[src/hw/isx_defs.vh]
// isx_defs.vh: constants for the indexed/stack extended instruction executor
// assumes a 16-bit instruction word, 12-bit data address, 8-bit data
`ifndef ISX_DEFS_VH
`define ISX_DEFS_VH

// ----------------------------------------------------------------------
// opcode prefixes
// ----------------------------------------------------------------------
`define ISX_OP_MOVE1 8'heb
`define ISX_OP_MOVE2 4'hf
`define ISX_OP_PUSH 8'hea
`define ISX_OP_SUB 8'he9
`define ISX_SEL_RET 2'h3

// ----------------------------------------------------------------------
// address map facts
// ----------------------------------------------------------------------
`define ISX_ADDR_W 12
`define ISX_OFS_LIMIT 8'h5f
`define ISX_ACCESS_HI_BASE 12'hf00
`define ISX_PCL_ADDR 12'hff9
`define ISX_RETURN_TOP_LOW_ADDR 12'hffd
`define ISX_RETURN_TOP_HIGH_ADDR 12'hffe
`define ISX_RETURN_TOP_UPPER_ADDR 12'hfff
`define ISX_INDF0_ADDR 12'hfef
`define ISX_INDF1_ADDR 12'hfe7
`define ISX_INDF2_ADDR 12'hddf
`define ISX_PTR_RESET 12'h000

`endif

[src/hw/isx_addr_calc.v]
// isx_addr_calc.v: forms the effective address of a standard file operand
// assumes the bank select register comes from the core and the stack frame pointer from isx_exec
`timescale 1ns/1ns
`include "isx_defs.vh"

module isx_addr_calc (
  // operand fields
  input wire [7:0] file_i,
  input wire access_i,
  // core state
  input wire ext_en_i,
  input wire [3:0] bank_i,
  input wire [11:0] frame_ptr_i,
  // result
  output reg [11:0] addr_o,
  output reg indexed_o
);

  // ----------------------------------------------------------------------
  // operand mapping
  // ----------------------------------------------------------------------
  // one process picks direct, banked or indexed addressing
  always @* begin
    indexed_o = 1'b0;
    if (access_i) begin
      addr_o = {bank_i, file_i}; // banked
    end else if (ext_en_i && (file_i <= `ISX_OFS_LIMIT)) begin
      addr_o = frame_ptr_i + {4'h0, file_i};
      indexed_o = 1'b1;
    end else if (file_i <= `ISX_OFS_LIMIT) begin
      addr_o = {4'h0, file_i};
    end else begin
      addr_o = `ISX_ACCESS_HI_BASE | {4'h0, file_i};
    end
  end

endmodule

[src/hw/isx_exec.v]
// isx_exec.v: decode and execute of indexed move, push, pointer subtract
// assumes one instruction word presented per cycle with a valid strobe,
// a data memory with combinational read and synchronous write outside
//
// How it works
// - indexed move: two words, two cycles
// - move addresses are pointer plus offset
// - move never writes program counter/return bytes
// - indirect source reads back zero
// - indirect destination makes move a no-op
// - push writes literal then decrements pointer
// - push opcode upper byte 1110 1010
// - subtract 6-bit literal from pointer 0..2
// - subtract opcode prefix 1110 1001
// - select 11: frame pointer subtract, return
// - subtract-and-return takes two cycles
// - extended enable also turns on indexing
// - low access operand offsets frame pointer
// - disabled: direct access or banked address
// - operands above 5Fh keep access bank
// - zero frame pointer matches access bank
// - destination bit decoded as normal
// - enable bit defaults zero, both off
`timescale 1ns/1ns
`include "isx_defs.vh"

module isx_exec (
  // clock and reset
  input wire SYS_CLK_I,
  input wire RST_I,
  // configuration
  input wire EXT_EN_I,
  // instruction stream
  input wire INSTR_VALID_I,
  input wire [15:0] INSTR_I,
  // core state for standard operands and return
  input wire [3:0] BANK_I,
  input wire [20:0] RET_TOP_I,
  // data memory
  input wire [7:0] MEM_RDATA_I,
  output wire [11:0] MEM_RADDR_O,
  output reg [11:0] MEM_WADDR_O,
  output reg [7:0] MEM_WDATA_O,
  output reg MEM_WE_O,
  // standard operand mapping
  output wire [11:0] STD_ADDR_O,
  output wire STD_INDEXED_O,
  output wire STD_DEST_FILE_O,
  // control back to the core
  output reg PC_LOAD_O,
  output reg [20:0] PC_NEXT_O,
  output wire BUSY_O,
  output wire EXT_HIT_O,
  // pointers
  output wire [11:0] PTR0_O,
  output wire [11:0] PTR1_O,
  output wire [11:0] FRAME_PTR_O
);

  // ----------------------------------------------------------------------
  // state
  // ----------------------------------------------------------------------
  localparam ST_IDLE = 2'b00;
  localparam ST_MOVE2 = 2'b01;
  localparam ST_RETNOP = 2'b10;

  reg [1:0] state_q;
  reg [1:0] state_d;
  reg [11:0] ptr_q [0:2];
  reg [11:0] ptr0_d;
  reg [11:0] ptr1_d;
  reg [11:0] ptr2_d;
  reg [7:0] src_data_q;
  reg [7:0] src_data_d;
  reg [7:0] wdata_d;
  reg [11:0] waddr_d;
  reg we_d;
  reg pc_load_d;
  reg [20:0] pc_next_d;
  reg ext_en_q;
  reg [11:0] raddr;
  reg hit;

  // ----------------------------------------------------------------------
  // helpers
  // ----------------------------------------------------------------------
  // pointer plus 7-bit offset, wrapping at twelve bits
  function [11:0] isx_index;
    input [11:0] base;
    input [6:0] ofs;
    begin
      isx_index = base + {5'h00, ofs};
    end
  endfunction

  // address is one of the indirect access registers
  function isx_is_indirect;
    input [11:0] a;
    begin
      isx_is_indirect = (a == `ISX_INDF0_ADDR) || (a == `ISX_INDF1_ADDR) ||
        (a == `ISX_INDF2_ADDR);
    end
  endfunction

  // address is program counter low or a return stack byte
  function isx_is_protected;
    input [11:0] a;
    begin
      isx_is_protected = (a == `ISX_PCL_ADDR) || (a == `ISX_RETURN_TOP_LOW_ADDR) ||
        (a == `ISX_RETURN_TOP_HIGH_ADDR) || (a == `ISX_RETURN_TOP_UPPER_ADDR);
    end
  endfunction

  wire [7:0] op_hi = INSTR_I[15:8];
  wire [1:0] sel = INSTR_I[7:6];
  wire [11:0] lit6 = {6'h00, INSTR_I[5:0]};
  wire [11:0] frame_ptr = ptr_q[2];

  // ----------------------------------------------------------------------
  // standard operand mapping
  // ----------------------------------------------------------------------
  // extended enable drives indexing
  isx_addr_calc u_addr (
    .file_i(INSTR_I[7:0]),
    .access_i(INSTR_I[8]),
    .ext_en_i(ext_en_q),
    .bank_i(BANK_I),
    .frame_ptr_i(frame_ptr),
    .addr_o(STD_ADDR_O),
    .indexed_o(STD_INDEXED_O)
  );

  assign STD_DEST_FILE_O = INSTR_I[9];

  // ----------------------------------------------------------------------
  // decode and execute
  // ----------------------------------------------------------------------
  // next state, pointer updates and memory write
  always @* begin
    state_d = ST_IDLE;
    ptr0_d = ptr_q[0];
    ptr1_d = ptr_q[1];
    ptr2_d = ptr_q[2];
    src_data_d = src_data_q;
    wdata_d = 8'h00;
    waddr_d = 12'h000;
    we_d = 1'b0;
    pc_load_d = 1'b0;
    pc_next_d = PC_NEXT_O;
    raddr = 12'h000;
    hit = 1'b0;
    case (state_q)
      ST_IDLE: begin
        if (INSTR_VALID_I && ext_en_q) begin
          if (op_hi == `ISX_OP_MOVE1 && INSTR_I[7]) begin
            hit = 1'b1;
            raddr = isx_index(frame_ptr, INSTR_I[6:0]);
            src_data_d = isx_is_indirect(raddr) ? 8'h00 : MEM_RDATA_I;
            state_d = ST_MOVE2;
          end else if (op_hi == `ISX_OP_PUSH) begin
            hit = 1'b1;
            we_d = 1'b1;
            waddr_d = frame_ptr;
            wdata_d = INSTR_I[7:0];
            ptr2_d = frame_ptr - 12'h001;
          end else if (op_hi == `ISX_OP_SUB) begin
            hit = 1'b1;
            if (sel == `ISX_SEL_RET) begin
              ptr2_d = frame_ptr - lit6;
              pc_load_d = 1'b1;
              pc_next_d = RET_TOP_I;
              state_d = ST_RETNOP;
            end else begin
              if (sel == 2'd0) begin
                ptr0_d = ptr_q[0] - lit6;
              end else if (sel == 2'd1) begin
                ptr1_d = ptr_q[1] - lit6;
              end else begin
                ptr2_d = frame_ptr - lit6;
              end
            end
          end
        end
      end
      ST_MOVE2: begin
        hit = 1'b1;
        if (INSTR_VALID_I) begin
          if (INSTR_I[15:12] == `ISX_OP_MOVE2) begin
            waddr_d = isx_index(frame_ptr, INSTR_I[6:0]);
            wdata_d = src_data_q;
            we_d = !isx_is_indirect(waddr_d) && !isx_is_protected(waddr_d);
          end
        end else begin
          state_d = ST_MOVE2; // wait for second word
        end
      end
      ST_RETNOP: begin
        hit = 1'b1;
      end
      default: begin
        state_d = ST_IDLE;
      end
    endcase
  end

  assign MEM_RADDR_O = raddr;
  assign BUSY_O = (state_q != ST_IDLE);
  assign EXT_HIT_O = hit;
  assign PTR0_O = ptr_q[0];
  assign PTR1_O = ptr_q[1];
  assign FRAME_PTR_O = ptr_q[2];

  // ----------------------------------------------------------------------
  // registers
  // ----------------------------------------------------------------------
  // state, pointers and registered outputs
  always @(posedge SYS_CLK_I) begin
    if (RST_I) begin
      state_q <= ST_IDLE;
      ptr_q[0] <= `ISX_PTR_RESET;
      ptr_q[1] <= `ISX_PTR_RESET;
      ptr_q[2] <= `ISX_PTR_RESET;
      src_data_q <= 8'h00;
      MEM_WADDR_O <= 12'h000;
      MEM_WDATA_O <= 8'h00;
      MEM_WE_O <= 1'b0;
      PC_LOAD_O <= 1'b0;
      PC_NEXT_O <= 21'h000000;
      ext_en_q <= 1'b0;
    end else begin
      state_q <= state_d;
      ptr_q[0] <= ptr0_d;
      ptr_q[1] <= ptr1_d;
      ptr_q[2] <= ptr2_d;
      src_data_q <= src_data_d;
      MEM_WADDR_O <= waddr_d;
      MEM_WDATA_O <= wdata_d;
      MEM_WE_O <= we_d;
      PC_LOAD_O <= pc_load_d;
      PC_NEXT_O <= pc_next_d;
      ext_en_q <= EXT_EN_I;
    end
  end

endmodule

[config.mk]
export PLATFORM = sky130hd
export DESIGN_NAME = isx_exec
export DESIGN_NICKNAME = d
export VERILOG_FILES = /design/src/hw/isx_addr_calc.v /design/src/hw/isx_exec.v
export VERILOG_INCLUDE_DIRS = /design/src /design/src/hw
export SDC_FILE = /design/constraint.sdc
export NUM_CORES = 1
export LEC_CHECK = 0
export BUFFER_PORTS_ARGS = -buffer_cell sky130_fd_sc_hd__buf_2
export CELL_PAD_IN_SITES_DETAIL_PLACEMENT = 1
export CELL_PAD_IN_SITES_GLOBAL_PLACEMENT = 1
export CORE_MARGIN = 1
export CORE_UTILIZATION = 30
export CTS_CLUSTER_DIAMETER = 100
export DETAILED_ROUTE_END_ITERATION = 8
export PLACE_DENSITY = 0.75
export SLEW_MARGIN = 20
export SYNTH_ARGS = -nofsm -noshare
export SYNTH_HDL_FRONTEND = slang
export SYNTH_SLANG_ARGS = --single-unit
[constraint.sdc]
create_clock -name SYS_CLK_I -period 4.7 [get_ports SYS_CLK_I]
set_input_delay 0.47 -clock SYS_CLK_I [delete_from_list [all_inputs] [get_ports SYS_CLK_I]]
set_output_delay 0.47 -clock SYS_CLK_I [all_outputs]
set_load 0.02 [all_outputs]
* Word level (Yosys, flattened, before mapping)
Memories as Yosys holds them, arrays and structs flattened. Cells that the tools add are included.
Cells by class: equality and inequality tests 15, bitwise logic cells 8, order comparisons 1, $add $sub $neg 6, muxes and demuxes 69, reductions and logical operators 18
Operator list (count):
- 12-bit two-way mux | 37
- 12-bit == test, second input constant | 7
- 8-bit two-way mux | 6
- 12-bit by 6-bit subtractor with 12-bit output | 3
- 8-bit == test, second input constant | 3
- 12-bit case mux with 2 select lines | 1
- 1-bit two-way mux | 16
- 8-bit case mux with 2 select lines | 1
- 12-bit by 7-bit adder with 12-bit output | 1
- 12-bit by 8-bit adder with 12-bit output | 1
- 12-bit by 1-bit subtractor with 12-bit output, second input constant | 1
- 2-bit two-way mux | 5
- 8-bit by 7-bit less-or-equal comparator with 1-bit output, second input constant | 1
- 6-bit AND reduction | 1
- 6-bit OR reduction | 1
- 1-bit logical OR | 5
- 1-bit inverter | 5
- 2-bit by 1-bit == test with 1-bit output, second input constant | 2
- 2-bit == test, second input constant | 2
- 4-bit == test, second input constant | 1
- 1-bit logical AND | 4
- 2-bit zero test | 2
- 1-bit case mux with 2 select lines | 2
- 2-bit case mux with 2 select lines | 1
- other kinds (5) | 8
Word-level totals: word-level logic and storage cells 126, memories 1, input bits 53, RAM bits 36, register bits 54
Memory list:
- ptr_q | words 3, width 12, read ports 3, clocked after Yosys merged registers in 0, wr ports 3, line isx_exec.v:69 | reg [11:0] ptr_q [0:2];

* Logic depth before layout (Yosys ltp)
An unclocked memory read counts as a cell.
word-level depth 11, gate-level depth with buffers 13, depth with buffers taken out 13

* Hierarchy
A second synthesis with hierarchy kept.
Second synthesis, totals: cell total of the unflattened synthesis 683, area total of the unflattened synthesis 5447.7 um^2
Modules (own cells, without submodules):
- isx_exec | cells an instance 587, instances 1, area an instance 4817.1 um^2
- isx_addr_calc | cells an instance 96, instances 1, area an instance 630.6 um^2

* Worst setup path before layout
Ideal clock, no wire load.
path type input port to output port, from input INSTR_I[0], to output STD_ADDR_O[10], cell stages on the path 8, data arrival time 2.525 ns, setup slack 1.705 ns, cells stage by stage ha_1 > fa_1 > a211oi_1 > o21ai_0 > a31oi_1 > nor2_1 > xnor2_1 > o21ai_0
Between the ends: word-level cells in the longest chain between the ends 4, elaborated cells on any way between the ends 6, those cells by class 1 x add/sub; 1 x order compare; 3 x mux; 1 x reduce/logical
Ends and longest elaborated chain:
- start: declaration | line isx_exec.v:35 | input wire [15:0] INSTR_I,
- 8-bit by 7-bit less-or-equal comparator with 1-bit output (no line)
- 12-bit two-way mux / 1-bit logical AND (equally long branches) | line isx_addr_calc.v:30, isx_addr_calc.v:27
- 12-bit two-way mux (*) | line isx_addr_calc.v:27 | end else if (ext_en_i && (file_i <= `ISX_OFS_LIMIT)) begin
- 12-bit two-way mux (*) | line isx_addr_calc.v:25 | if (access_i) begin
- end: declaration | line isx_exec.v:46 | output wire [11:0] STD_ADDR_O,
Every way passes the cells marked *; elsewhere a longest branch is shown, timed or not.

==> flow_metrics.env <==
export IMPL_worstReg2RegEnd="src_data_q[4]"
export IMPL_period_share_pct=73.69
export IMPL_cts_resized=0
export IMPL_final_util_pct=39.07
export IMPL_wire_per_inst_um=15.65
export IMPL_start_util_pct=31.16
export IMPL_dieArea_um2=17260
export IMPL_routed_via_density=5.041
export IMPL_holdWs_ns=0.3360
export IMPL_maxCapViolCount=0
export IMPL_skew_ns=0.008982
export IMPL_synth_cells=633
export IMPL_die_height_um=131.4
export IMPL_leakagePower_nw=2.820
export IMPL_rsz0062_at_grt="false"
export IMPL_synth_ff_type="dfxtp_1"
export IMPL_antenna_left=0
export IMPL_h_tree_depth=3
export IMPL_synth_cell_area_um2=5021
export IMPL_rows=46
export IMPL_r2r_cells=9
export IMPL_ios=160
export IMPL_io_buffers=159
export IMPL_antenna_found_initial=0
export IMPL_async_flop_share_pct=0
export IMPL_yosys_area_top_type="dfxtp_1"
export IMPL_cp_end_kind="primary output"
export IMPL_tightest_slew_ns=0.9695
export IMPL_required_ns=4.23
export IMPL_die_w_um=131.4
export IMPL_worst_r2r_setup_slack_ns=1.37
export IMPL_finalHoldViolations=0
export IMPL_fin_tns_setup_ns=0
export IMPL_cpPeakStageDelay_ns=0.42
export IMPL_drt_iter0_drc=175
export IMPL_crit_fanout=5
export IMPL_hold_end="src_data_q[2]"
export IMPL_cp_cell_sequence="ha_1 -> fa_1 -> a211oi_1 -> o21ai_0 -> a31oi_1 -> xnor2_1 -> nand2_1 -> nand2_1 -> mux2_2 -> buf_2"
export IMPL_dp_final_hpwl_um=11860
export IMPL_worst_setup_path_start_kind="register"
export IMPL_irDropWorstVdd_v=0.0002000
export IMPL_synth_warnings=0
export IMPL_drive_gt1_share_pct=25.32
export IMPL_syn_nets=722
export IMPL_status="finished clean"
export IMPL_finalSetupViolCount=0
export IMPL_place_congestion=0.8931
export IMPL_hold_start="MEM_RDATA_I[2]"
export IMPL_path_class="reg -> out"
export IMPL_final_common_cell="buf_2"
export IMPL_drc=0
export IMPL_core_um2=16120
export IMPL_cts_sinks=90
export IMPL_insertion_delay_ns=0.35
export IMPL_r2r_start="ptr_q[0][24]"
export IMPL_path_common_cell="nand2_1"
export IMPL_min_delay_path_class="in -> reg"
export IMPL_routed_via_count=5031
export IMPL_ys_types=55
export IMPL_maxSlewViolCount=0
export IMPL_clkTransAtPathRegs_ns=0.07
export IMPL_setup_ws_ns=1.237
export IMPL_grt_overflow=0
export IMPL_relSlewSlack_pct=35.18
export IMPL_yosysSeqAreaShare_pct=35.88
export IMPL_cts_buffers=9
export IMPL_synthTopCellsByArea="dfxtp_1 36%, ha_1 8.0%, nand2_1 6.7%, nor2_1 6.4%, a21oi_1 6.0%"
export IMPL_clk_path_buf_depth=2
export IMPL_grt_pass1_wl_um=25660
export IMPL_n_antenna_cell=0
export IMPL_grt_pass1_vias=4998
export IMPL_clock_root_buffer="clkbuf_16"
export IMPL_finalNetCount=866
export IMPL_postCtsSetupRepairBufs=0
export IMPL_fmax_mhz=288.7
export IMPL_final_cell_mix="159 x buf_2, 90 x dfxtp_1, 90 x nand2_1"
export IMPL_cp_top_family="compound AO/OA/AOI/OAI gates"
export IMPL_wl_um=15610
export IMPL_fin_crit_ns=3.463
export IMPL_area_delta_synth_final_pct=25.39
export IMPL_arrival_ns=2.99
export IMPL_crit_buf_inv=1
export IMPL_drt_pass1_iterations=4
export IMPL_grt_usage_pct=18.44
export IMPL_tritoncts="done"
export IMPL_ys_ff_latch=90
export IMPL_synth_edf_count=0
export IMPL_pre_cts_ws_ns=1.121
export IMPL_avgSynthCellArea_um2=7.932
export IMPL_cpMaxStageDelayCell="fa_1"
export IMPL_grt_max_degree=65
export IMPL_yosys_area_top_type_share_pct=35.88
export IMPL_powerDensity_nw_per_um2=258.7
export IMPL_cts_hold_buf=0
export IMPL_holdPathStages=2
## logic make-up after synthesis
kind of cell | Yosys count | share of synthesized area (%)
flops | 90 | 35.88
simple gates | 269 | 25.62
xor+xnor | 23 | 4.012
buf+inv | 58 | 4.436
fa+ha+maj | 36 | 9.569
mux | 3 | 0.6728
compound gates | 154 | 19.81
## final cells by class
class / instances / area (µm²)
Inverter: 29 / 108.9
Timing Repair Buffer: 162 / 818.3
Fill cell: 2014 / 9819
Clock inverter: 6 / 56.30
Clock buffer: 10 / 239.0
Sequential cell: 90 / 1802
Tap cell: 216 / 270.3
Multi-Input combinational cell: 485 / 3002
## per-stage QoR
step | power (W) | instance area [µm²] | instances
after global routing | 0.001702 | 6296 | 998
after floorplan | 0.0008611 | 5021 | 633
after CTS | 0.001654 | 6294 | 998
after global placement | 0.0009205 | 5998 | 982
after detailed placement | 0.0009223 | 5998 | 982
final | 0.001629 | 6296 | 998
## how the worst max path moves through the flow
stage                             from        endpoint  slack (ns)  cells after the start
after global placement      INSTR_I[0]   src_data_q[4]        1.25                     10
final                     ptr_q[0][24]   STD_ADDR_O[8]        1.24                     10
after CTS                 ptr_q[0][24]   STD_ADDR_O[8]        1.28                     10
after detailed placement    INSTR_I[0]   src_data_q[4]        1.12                     10
after global routing        INSTR_I[7]   STD_ADDR_O[0]        1.08                      9
after floorplan             INSTR_I[0]  STD_ADDR_O[10]        1.71                      8
## where the power goes
| group | internal [W] | total, W | switching, W |
|---|---|---|---|
| combinational | 0.0000511 | 0.000141 | 0.0000895 |
| sequential | 0.000762 | 0.000764 | 0.00000148 |
| clock | 0.000386 | 0.000724 | 0.000338 |
## layer usage
| metal | wire length, µm | track usage, % | part of all wire, % |
|---|---|---|---|
| met3 | 974 | 4.244 | 6.2 |
| met1 | 7521 | 24.61 | 48 |
| met4 | 382 | 7.558 | 2.4 |
| met2 | 6736 | 28.49 | 43 |
| met5 | 0 | 0 | 0 |
## flip-flops by register name (all words and copies together) (netlist names)
register,count
ptr_q,36
PC_NEXT_O,21
MEM_WADDR_O,12
MEM_WDATA_O,8
src_data_q,8
state_q,2
MEM_WE_O,1
PC_LOAD_O,1
ext_en_q,1
## cell usage after synthesis, types with 4 or more instances
master and number:
a211oi_1 4, a21boi_0 9, a21o_1 5, a21oi_1 60
a22o_1 9, a22oi_1 13, clkbuf_1 27, dfxtp_1 90
fa_1 4, ha_1 32, inv_1 29, nand2_1 90
nand2b_1 6, nand3_1 10, nand4_1 6, nor2_1 86
nor2b_1 10, nor3_1 14, nor3b_1 6, o21ai_0 28
o31ai_1 7, or3_1 10, or4_1 10, xnor2_1 7
xor2_1 16
## worst reg2reg max path, stage by stage (launching register included)
cell and delay (ns):
dfxtp_1 0.39, ha_1 0.27, fa_1 0.42, a211oi_1 0.39, o21ai_0 0.16, a221oi_1 0.49
nand3_1 0.26, a2111oi_4 0.38, a211oi_2 0.21, a22o_1 0.24
Note: power is estimated with default switching activity, not from simulation.
